**src/pkg/crtcp_pkg.sv**
```systemverilog
package crtcp_pkg;
  // Command types (upper nibble of the command byte)
  localparam logic [3:0] TYP_L40P  = 4'h0;
  localparam logic [3:0] TYP_L40S  = 4'h2;
  localparam logic [3:0] TYP_BYTE  = 4'h3;
  localparam logic [3:0] TYP_S80   = 4'h4;
  localparam logic [3:0] TYP_L80   = 4'h5;
  localparam logic [3:0] TYP_S40P  = 4'h6;
  localparam logic [3:0] TYP_S40S  = 4'h7;
  localparam logic [3:0] TYP_IND   = 4'h8;
  localparam logic [3:0] TYP_MISC  = 4'h9;
  localparam logic [3:0] TYP_MOVE  = 4'hd;
  localparam logic [7:0] CMD_SMASK = 8'h99;
  localparam logic [7:0] CMD_SUNMK = 8'h95;
  // Parameter bit positions and field codes
  localparam int         BIT_DIR   = 3;
  localparam int         BIT_PSEL  = 2;
  localparam int         BIT_INC   = 0;
  localparam logic [1:0] SRC_P2S   = 2'h1;
  localparam logic [1:0] SRC_S2P   = 2'h2;
  localparam logic [1:0] STOP_END  = 2'h1;
  localparam logic [1:0] STOP_NONE = 2'h2;
  // Direct register indexes
  localparam logic [2:0] R_CMD     = 3'h0;
  localparam logic [2:0] R_D1      = 3'h1;
  localparam logic [2:0] R_D2      = 3'h2;
  localparam logic [2:0] R_D3      = 3'h3;
  localparam logic [2:0] R_SHI     = 3'h4;
  localparam logic [2:0] R_SLO     = 3'h5;
  localparam logic [2:0] R_PHI     = 3'h6;
  localparam logic [2:0] R_PLO     = 3'h7;
  // Select decode, positions, read values
  localparam logic [3:0] SEL_NIB   = 4'h2;
  localparam logic [5:0] LAST_X40  = 6'h27;
  localparam logic [6:0] LAST_X80  = 7'h4f;
  localparam logic [7:0] UNDEF_RD  = 8'hff;
  localparam logic [1:0] NIB_BUF   = 2'h2;
  typedef enum logic [2:0] {
    CRTCP_IDLE   = 3'b001,
    CRTCP_ISSUE  = 3'b010,
    CRTCP_FINISH = 3'b100
  } crtcp_state_e;
endpackage

```
**src/verilog/crtcp_host_port.sv**
```systemverilog
// Summary of operation
// - Latch strobe fall captures request bit, select, index.
// - Selected when nibble equals 2, select low.
// - Unselected: pins float, registers unchanged.
// - Selected data phase accesses register while latched.
// - Register zero command/status; one-seven read/write.
// - Command byte: type nibble plus four parameters.
// - Direction one fills data registers.
// - Increment bit and pointer select bit.
// - Source field 01 primary-to-secondary, 10 reverse.
// - Stop field 01 buffer end, 10 never.
// - Status: busy, wrap, primary end, secondary end.
// - Start at transfer strobe end if requested.
// - Busy without request: only status reads.
// - Busy with request: command write aborts, restarts.
// - Pause during row edge scan lines.
// - Indirect moves byte with data register one.
// - Code widths 24, 16, 12, 8 bits.
// - Position 39 sets end flag, wraps row.
// - Byte access primary overflow increments row.
// - Eighty-column pairs packed in three buffers.
// - Long eighty write merges nibble by read-modify-write.
`timescale 1ns/1ps
`default_nettype none
module crtcp_host_port (
  input  wire logic        clk_sys_in,
  input  wire logic        rst_in,
  input  wire logic [7:0]  ad_in,
  output logic      [7:0]  ad_out,
  output logic             ad_oe_out,
  input  wire logic        latch_strobe_in,
  input  wire logic        transfer_strobe_n_in,
  input  wire logic        read_not_write_in,
  input  wire logic        chip_select_n_in,
  input  wire logic        row_edge_in,
  output logic             mem_req_out,
  output logic             mem_we_out,
  output logic      [15:0] mem_addr_out,
  output logic      [7:0]  mem_wdata_out,
  input  wire logic [7:0]  mem_rdata_in,
  input  wire logic        mem_ack_in,
  output logic             sync_mask_out
);
  typedef struct packed {
    logic                    as_s1, as_s2, as_d;
    logic                    ds_s1, ds_s2, ds_d;
    logic                    rw_s1, rw_s2, cs_s1, cs_s2;
    logic [7:0]              ad_s1, ad_s2;
    logic [2:0]              idx;
    logic                    execute_request_bit, sel;
    logic [7:0][7:0]         rf, indirect_transfer_cmd;
    logic                    busy, wrap, row_end_flag_primary, row_end_flag_secondary, smask;
    crtcp_pkg::crtcp_state_e state;
    logic [1:0]              step;
    logic [7:0]              hold, ad_out;
    logic                    ad_oe, mem_req, mem_we;
    logic [15:0]             mem_addr;
    logic [7:0]              mem_wdata;
  } crtcp_regs_s;

  crtcp_regs_s s_reg;
  crtcp_regs_s s_next;
  logic        as_fall, ds_rise, wr_hit, go;
  logic [7:0]  cmd, p_hi, p_lo, status, merged, rd_nib;
  logic [3:0]  typ;
  logic        dir, inc, is_move, is_mem, psec, use_sec, src_sec, susp;
  logic [2:0]  dst;
  logic [1:0]  last;
  logic [15:0] cur_addr, upd;
  logic        cur_we, at_end, end_hit;

  function automatic logic [1:0] step_last(logic [3:0] t, logic d);
    case (t)
      crtcp_pkg::TYP_L40P, crtcp_pkg::TYP_L40S: step_last = 2'h2;
      crtcp_pkg::TYP_S40P, crtcp_pkg::TYP_S40S: step_last = 2'h1;
      crtcp_pkg::TYP_L80: step_last = d ? 2'h1 : 2'h2;
      crtcp_pkg::TYP_S80, crtcp_pkg::TYP_BYTE: step_last = 2'h0;
      default: step_last = 2'h1;
    endcase
  endfunction

  function automatic logic [15:0] addr_of(logic [3:0] t, logic [1:0] k,
                                          logic [7:0] hi, logic [7:0] lo);
    case (t)
      crtcp_pkg::TYP_L40P, crtcp_pkg::TYP_L40S,
      crtcp_pkg::TYP_S40P, crtcp_pkg::TYP_S40S:
        addr_of = {hi, lo[7:6] + k, lo[5:0]};
      crtcp_pkg::TYP_L80:
        addr_of = {hi, (k == 2'h0) ? {1'b0, lo[0]} : crtcp_pkg::NIB_BUF, lo[6:1]};
      crtcp_pkg::TYP_S80:
        addr_of = {hi, 1'b0, lo[0], lo[6:1]};
      default: addr_of = {hi, lo};
    endcase
  endfunction

  function automatic logic [15:0] adv_x40(logic [15:0] p, logic bump_y);
    adv_x40 = p;
    if (p[5:0] == crtcp_pkg::LAST_X40) begin
      adv_x40[5:0] = 6'h00;
      if (bump_y) begin
        adv_x40[12:8] = p[12:8] + 5'h01;
      end
    end else begin
      adv_x40[5:0] = p[5:0] + 6'h01;
    end
  endfunction

  function automatic logic [15:0] adv_x80(logic [15:0] p);
    adv_x80 = p;
    adv_x80[6:0] = (p[6:0] == crtcp_pkg::LAST_X80) ? 7'h00 : p[6:0] + 7'h01;
  endfunction

  function automatic logic [15:0] adv_byte(logic [15:0] p, logic bump_y);
    logic [6:0] x;
    x = {1'b0, p[5:0]} + 7'h01;
    adv_byte = p;
    adv_byte[5:0] = x[5:0];
    if (x[6] && bump_y) begin
      adv_byte[12:8] = p[12:8] + 5'h01;
    end
  endfunction

  assign as_fall = s_reg.as_d & ~s_reg.as_s2;
  assign ds_rise = ~s_reg.ds_d & s_reg.ds_s2;
  assign wr_hit  = ds_rise & s_reg.sel & ~s_reg.rw_s2;
  assign go      = ds_rise & s_reg.sel & s_reg.execute_request_bit &
                   (~s_reg.busy | (wr_hit & (s_reg.idx == crtcp_pkg::R_CMD)));
  assign cmd     = s_reg.rf[crtcp_pkg::R_CMD];
  assign typ     = cmd[7:4];
  assign dir     = cmd[crtcp_pkg::BIT_DIR];
  assign inc     = cmd[crtcp_pkg::BIT_INC];
  assign is_move = typ >= crtcp_pkg::TYP_MOVE;
  assign is_mem  = is_move | (typ <= crtcp_pkg::TYP_S40S);
  assign psec    = (typ == crtcp_pkg::TYP_L40S) | (typ == crtcp_pkg::TYP_S40S) |
                   ((typ == crtcp_pkg::TYP_BYTE) & cmd[crtcp_pkg::BIT_PSEL]);
  assign src_sec = cmd[3:2] == crtcp_pkg::SRC_S2P;
  assign use_sec = is_move ? ((s_reg.step == 2'h0) ? src_sec : ~src_sec) : psec;
  assign p_hi    = use_sec ? s_reg.rf[crtcp_pkg::R_SHI] : s_reg.rf[crtcp_pkg::R_PHI];
  assign p_lo    = use_sec ? s_reg.rf[crtcp_pkg::R_SLO] : s_reg.rf[crtcp_pkg::R_PLO];
  assign last    = step_last(typ, dir);
  assign cur_addr = addr_of(is_move ? crtcp_pkg::TYP_BYTE : typ, s_reg.step,
                            p_hi, p_lo);
  assign dst     = (typ == crtcp_pkg::TYP_L80 && s_reg.step != 2'h0) ? crtcp_pkg::R_D3 :
                   3'(s_reg.step) + crtcp_pkg::R_D1;
  assign cur_we  = is_move ? (s_reg.step == 2'h1) :
                   ~dir & ~((typ == crtcp_pkg::TYP_L80) & (s_reg.step == 2'h1));
  // Nibble merge: even position owns the low nibble
  assign merged  = p_lo[0] ? {s_reg.rf[crtcp_pkg::R_D3][7:4], s_reg.hold[3:0]}
                           : {s_reg.hold[7:4], s_reg.rf[crtcp_pkg::R_D3][3:0]};
  assign rd_nib  = p_lo[0] ? {mem_rdata_in[7:4], mem_rdata_in[7:4]}
                           : {mem_rdata_in[3:0], mem_rdata_in[3:0]};
  assign susp    = row_edge_in & (cmd != crtcp_pkg::CMD_SMASK) &
                   (cmd != crtcp_pkg::CMD_SUNMK);
  assign status  = {s_reg.busy, s_reg.wrap, s_reg.row_end_flag_primary, s_reg.row_end_flag_secondary, 4'h0};
  assign at_end  = ((typ == crtcp_pkg::TYP_L80) | (typ == crtcp_pkg::TYP_S80)) ?
                   (p_lo[6:0] == crtcp_pkg::LAST_X80) :
                   (typ != crtcp_pkg::TYP_BYTE) & (p_lo[5:0] == crtcp_pkg::LAST_X40);
  assign end_hit = (s_reg.rf[crtcp_pkg::R_SLO][5:0] == crtcp_pkg::LAST_X40) |
                   (s_reg.rf[crtcp_pkg::R_PLO][5:0] == crtcp_pkg::LAST_X40);
  assign upd     = ((typ == crtcp_pkg::TYP_L80) | (typ == crtcp_pkg::TYP_S80)) ?
                   adv_x80({p_hi, p_lo}) :
                   (typ == crtcp_pkg::TYP_BYTE) ? adv_byte({p_hi, p_lo}, ~psec) :
                   adv_x40({p_hi, p_lo}, 1'b0);

  always_comb begin
    s_next = s_reg;
    s_next.as_s1 = latch_strobe_in;
    s_next.as_s2 = s_reg.as_s1;
    s_next.as_d  = s_reg.as_s2;
    s_next.ds_s1 = transfer_strobe_n_in;
    s_next.ds_s2 = s_reg.ds_s1;
    s_next.ds_d  = s_reg.ds_s2;
    s_next.rw_s1 = read_not_write_in;
    s_next.rw_s2 = s_reg.rw_s1;
    s_next.cs_s1 = chip_select_n_in;
    s_next.cs_s2 = s_reg.cs_s1;
    s_next.ad_s1 = ad_in;
    s_next.ad_s2 = s_reg.ad_s1;
    if (as_fall) begin
      s_next.idx = s_reg.ad_s2[2:0];
      s_next.execute_request_bit = s_reg.ad_s2[3];
      s_next.sel = (s_reg.ad_s2[7:4] == crtcp_pkg::SEL_NIB) & ~s_reg.cs_s2;
    end
    // Drive only in a selected read data phase
    s_next.ad_oe = s_reg.sel & ~s_reg.as_s2 & ~s_reg.ds_s2 & s_reg.rw_s2;
    if (s_reg.idx == crtcp_pkg::R_CMD) begin
      s_next.ad_out = status;
    end else if (s_reg.busy) begin
      s_next.ad_out = crtcp_pkg::UNDEF_RD;
    end else begin
      s_next.ad_out = s_reg.rf[s_reg.idx];
    end
    unique case (s_reg.state)
      crtcp_pkg::CRTCP_IDLE: begin
      end
      crtcp_pkg::CRTCP_ISSUE: begin
        if (s_reg.mem_req) begin
          if (mem_ack_in) begin
            s_next.mem_req = 1'b0;
            if (!s_reg.mem_we) begin
              if (is_move) begin
                s_next.rf[crtcp_pkg::R_D1] = mem_rdata_in;
              end else if (typ == crtcp_pkg::TYP_L80 && s_reg.step == 2'h1) begin
                if (dir) begin
                  s_next.rf[crtcp_pkg::R_D3] = rd_nib;
                end else begin
                  s_next.hold = mem_rdata_in;
                end
              end else begin
                s_next.rf[dst] = mem_rdata_in;
              end
            end
            if (s_reg.step == last) begin
              s_next.state = crtcp_pkg::CRTCP_FINISH;
            end else begin
              s_next.step = s_reg.step + 2'h1;
            end
          end
        end else if (!susp) begin
          if (is_mem) begin
            s_next.mem_req   = 1'b1;
            s_next.mem_we    = cur_we;
            s_next.mem_addr  = cur_addr;
            s_next.mem_wdata = is_move ? s_reg.rf[crtcp_pkg::R_D1] :
                               (typ == crtcp_pkg::TYP_L80 && s_reg.step == 2'h2) ?
                               merged : s_reg.rf[dst];
          end else begin
            if (typ == crtcp_pkg::TYP_IND) begin
              if (dir) begin
                s_next.rf[crtcp_pkg::R_D1] = s_reg.indirect_transfer_cmd[cmd[2:0]];
              end else begin
                s_next.indirect_transfer_cmd[cmd[2:0]] = s_reg.rf[crtcp_pkg::R_D1];
              end
            end else if (cmd == crtcp_pkg::CMD_SMASK) begin
              s_next.smask = 1'b1;
            end else if (cmd == crtcp_pkg::CMD_SUNMK) begin
              s_next.smask = 1'b0;
            end
            s_next.busy  = 1'b0;
            s_next.state = crtcp_pkg::CRTCP_IDLE;
          end
        end
      end
      crtcp_pkg::CRTCP_FINISH: begin
        s_next.busy  = 1'b0;
        s_next.state = crtcp_pkg::CRTCP_IDLE;
        s_next.step  = 2'h0;
        if (is_move) begin
          {s_next.rf[crtcp_pkg::R_PHI], s_next.rf[crtcp_pkg::R_PLO]} =
            adv_x40({s_reg.rf[crtcp_pkg::R_PHI], s_reg.rf[crtcp_pkg::R_PLO]}, 1'b1);
          {s_next.rf[crtcp_pkg::R_SHI], s_next.rf[crtcp_pkg::R_SLO]} =
            adv_x40({s_reg.rf[crtcp_pkg::R_SHI], s_reg.rf[crtcp_pkg::R_SLO]}, 1'b0);
          if ((cmd[1:0] == crtcp_pkg::STOP_NONE) ||
              (cmd[1:0] == crtcp_pkg::STOP_END && !end_hit)) begin
            s_next.busy  = 1'b1;
            s_next.state = crtcp_pkg::CRTCP_ISSUE;
          end
        end else begin
          if (at_end) begin
            s_next.row_end_flag_primary  = s_reg.row_end_flag_primary | ~psec;
            s_next.row_end_flag_secondary  = s_reg.row_end_flag_secondary | psec;
            s_next.wrap = s_reg.wrap | inc;
          end
          if (inc && psec) begin
            {s_next.rf[crtcp_pkg::R_SHI], s_next.rf[crtcp_pkg::R_SLO]} = upd;
          end else if (inc) begin
            {s_next.rf[crtcp_pkg::R_PHI], s_next.rf[crtcp_pkg::R_PLO]} = upd;
          end
        end
      end
    endcase
    if (wr_hit) begin
      if (s_reg.idx == crtcp_pkg::R_CMD) begin
        if (!s_reg.busy || s_reg.execute_request_bit) begin
          s_next.rf[crtcp_pkg::R_CMD] = s_reg.ad_s2;
        end
      end else if (!s_reg.busy) begin
        s_next.rf[s_reg.idx] = s_reg.ad_s2;
      end
    end
    if (go) begin
      s_next.busy    = 1'b1;
      s_next.state   = crtcp_pkg::CRTCP_ISSUE;
      s_next.step    = 2'h0;
      s_next.mem_req = 1'b0;
      s_next.wrap    = 1'b0;
      s_next.row_end_flag_primary     = 1'b0;
      s_next.row_end_flag_secondary     = 1'b0;
    end
  end

  always_ff @(posedge clk_sys_in) begin
    if (rst_in) begin
      s_reg       <= '0;
      s_reg.state <= crtcp_pkg::CRTCP_IDLE;
      s_reg.as_s1 <= 1'b1;
      s_reg.as_s2 <= 1'b1;
      s_reg.as_d  <= 1'b1;
      s_reg.ds_s1 <= 1'b1;
      s_reg.ds_s2 <= 1'b1;
      s_reg.ds_d  <= 1'b1;
      s_reg.cs_s1 <= 1'b1;
      s_reg.cs_s2 <= 1'b1;
    end else begin
      s_reg <= s_next;
    end
  end

  assign ad_out        = s_reg.ad_out;
  assign ad_oe_out     = s_reg.ad_oe;
  assign mem_req_out   = s_reg.mem_req;
  assign mem_we_out    = s_reg.mem_we;
  assign mem_addr_out  = s_reg.mem_addr;
  assign mem_wdata_out = s_reg.mem_wdata;
  assign sync_mask_out = s_reg.smask;
endmodule
`default_nettype wire

```
**config.mk**
```make
export PLATFORM = sky130hd
export DESIGN_NAME = crtcp_host_port
export DESIGN_NICKNAME = d
export VERILOG_FILES = /design/src/pkg/crtcp_pkg.sv /design/src/verilog/crtcp_host_port.sv
export SDC_FILE = /design/constraint.sdc
export NUM_CORES = 1
export LEC_CHECK = 0
export ABC_AREA = 1
export BUFFER_PORTS_ARGS = -buffer_cell sky130_fd_sc_hd__buf_2
export CAP_MARGIN = 20
export CORE_ASPECT_RATIO = 1.25
export CORE_MARGIN = 2
export CORE_UTILIZATION = 40
export CTS_BUF_LIST = sky130_fd_sc_hd__clkbuf_4 sky130_fd_sc_hd__clkbuf_8 sky130_fd_sc_hd__clkbuf_16
export DETAILED_ROUTE_END_ITERATION = 7
export HOLD_SLACK_MARGIN = 0.08
export PLACE_DENSITY = 0.65
export SETUP_SLACK_MARGIN = 0.3
export SLEW_MARGIN = 0
export SYNTH_ARGS = -nofsm -noshare
export SYNTH_HDL_FRONTEND = slang
export SYNTH_SLANG_ARGS = --single-unit
```
**constraint.sdc**
```tcl
create_clock -name clk_sys_in -period 7.8 [get_ports clk_sys_in]
set_input_delay 2.34 -clock clk_sys_in [delete_from_list [all_inputs] [get_ports clk_sys_in]]
set_output_delay 2.34 -clock clk_sys_in [all_outputs]
set_load 0.02 [all_outputs]
```
==> flow_summary.ini <==
[clock_network]
cts_buffers = 25
clkSinkCount = 212
tritoncts = yes
ctsResizeCount = 0
clkTransAtPathRegs_ns = 0.06
clk-insertion-delay-late_ns = 0.54
clockBufferDepth = 3
post-cts-setup-buffers = 0
cts_hold_buf = 0
htreeDepth = 1
cts_root_buf = clkbuf_16

[critical_path]
cp.arrival_ns = 4.44
slowest_stage = o21ai_0
cpLargestDelayFamily = compound AO/OA/AOI/OAI gates
path_class = reg2reg
crit_required_ns = 8.18
critPathMaxFanout = 24
path_buf_inv = 4
crit_chain = clkinv_1, ha_1, inv_1, nand3_1, nand3_4, nand3_4, o21ai_2, buf_4, clkinv_1, o21ai_0, a21oi_1, o21ai_0, a21oi_1
cp_slowest_stage_delay_ns = 0.54
endpoint_kind = flip-flop
cp-start-kind = flip-flop

[worst_hold_path]
min_path_type = reg2reg

[floorplan]
fp.coreArea_um2 = 30100
start_util_pct = 40.6
fp.dieArea_um2 = 32000
dieHeight_um = 199
io_pins = 60
rows = 71
die_x_um = 160

[power_and_ir_drop]
leakage_nw = 5.31
ir_drop_mv = 0.198
power_density_nw_per_um2 = 181

[finish]
fillers = 3170
drive_gt1_share_pct = 10.4
regArea_um2 = 4240
multi_input_area_um2 = 6570
syn_to_final_growth_pct = 9.55
nets = 1831

[sta]
worst_pin_slew_ns = 1.02
rsz0062_at_grt = no
maxSlewViolCount = 0
period_minus_slack_ns = 4.06
setup_tns_ns = 0
fin_crit_sh_pct = 52.0
fin_ws_ns = 3.74
relSlewSlack_pct = 32.1
setup_violations = 0
fin_skew_ns = 0.0134
fmax_mhz = 246
hold_viol_final = 0

[routing]
wl_mm = 48.2
drt-initial-drc-count = 1323
via_count = 13200
route.detailed.drc = 0
postRouteAntennaNets = 0
vias_per_cell = 5.95
first_pass_iters = 6
wire_per_inst_um = 21.8

[global_route]
grt_pass1_wl_mm = 72.4
grt_pass1_vias = 12500
grt-ovfl-total = 0
grt_max_degree = 100
antenna_found_initial = 1
grtUsageTotal_pct = 29.5

[yosys]
netlist_area_um2 = 12200
ys_types = 49
synth_seq_cells = 212
yosysSeqAreaShare_pct = 34.7
yosysWarnings = 0
avgSynthCellArea_um2 = 6.74
syn_nets = 1850
syn_inst = 1815

[placement]
hpwl_mm = 33.8
gp_congestion = 1.03
port_buffers = 59
post-place-ws_ns = 3.39

[flow_run]
max-cap-violations = 0

[outcome]
status = complete, no violations
final cells by class:
| type | count | share of cell area, % |
|---|---|---|
| multi-input combinational | 1267 | 49.0 |
| sequential | 212 | 31.7 |
| inverter | 216 | 6.06 |
| clock buffer | 32 | 5.11 |
| tap | 401 | 3.75 |
| timing repair buffer | 74 | 3.05 |
| clock inverter | 11 | 1.31 |
| antenna | 1 | 0.0187 |
layout by cell type, fill, tap and decap left out, types with 25 or more instances in the layout:
cell type,n
o21ai_0,295
inv_1,183
dfxtp_1,212
o211ai_1,44
clkbuf_16,25
a221oi_1,25
nor2_1,189
a21oi_1,243
nand3_1,42
buf_2,59
nand2_1,225
worst register-to-register path, delay by kind of cell (launching register included):
kind	cells	cell delay, ns
fa+ha+maj	1	0.40
compound gates	5	1.23
simple gates	3	0.64
buf+inv	4	1.16
flops	1	0.47
Yosys cell counts (all sizes together):
library cell,instances,area [um2]
nor4,4,25.0
o2111a,2,22.5
o21ai,306,1540
o2111ai,9,78.8
nand2,237,925
nor2,211,860
nand3,48,285
dfxtp,212,4240
nor3,17,124
nand4,13,81.3
or2,8,50.1
xnor2,2,17.5
o221ai,9,78.8
o31ai,3,22.5
clkbuf,69,259
a21oi,243,1220
o21a,1,7.51
o211ai,44,330
a31oi,15,93.8
o211a,1,10.0
o22ai,19,119
buf,51,354
o21bai,1,7.51
a221oi,25,219
a311oi,2,17.5
ha,11,138
clkinv,17,63.8
and3,1,6.26
a41oi,7,61.3
inv,199,747
o311ai,5,43.8
a211oi,17,128
xor2,5,43.8
a2111oi,1,8.76
cells by family after synthesis:
kind of cell / synth area share, %
AOI/OAI and AO/OA: 32.7
and+or+nand+nor: 19.3
buffers and inverters: 11.6
DFF: 34.7
adders and majority gates: 1.13
xor gates and xnor gates: 0.501
stage by stage:
stage / instance area [um2] / power, mW / instances / util, % / hold slack (ns)
2_1_floorplan: 12200 / 1.17 / 1815 / - / 0.388
3_3_place_gp: 12500 / 1.21 / 2170 / 41.6 / 0.390
3_5_place_dp: 12500 / 1.21 / 2170 / 41.6 / 0.393
4_1_cts: 13400 / 2.45 / 2213 / 44.5 / 0.401
5_1_grt: 13400 / 2.49 / 2213 / 44.5 / 0.415
6_report: 13400 / 2.43 / 2214 / 44.5 / 0.401
metal layers:
layer	up-vias	global-route usage (%)	part of all wire (%)
met2	691	49.8	46
met3	246	4.61	8.5
met1	6061	32.9	36
li1	6178	-	-
met4	0	25.1	9.6
met5	-	0	0
where the power goes:
part           internal, mW  total, mW  switching, mW  leakage [nW]
sequential             1.09       1.11         0.0139          1.71
clock                 0.753       1.24          0.487         0.409
combinational        0.0199     0.0835         0.0636          3.18
total                  1.86       2.43          0.564          5.31
path summary, 6_finish.rpt:
check	from	depth (start not counted)	slack (ns)	end
max	s_reg[43]	13	3.74	mem_wdata_out[2]
min	s_next[190]	2	0.40	s_reg[190]
max reg2reg	s_reg[43]	13	3.74	mem_wdata_out[2]
min reg2reg	s_next[190]	2	0.40	s_reg[190]
Note: power is estimated with default switching activity, not from simulation.
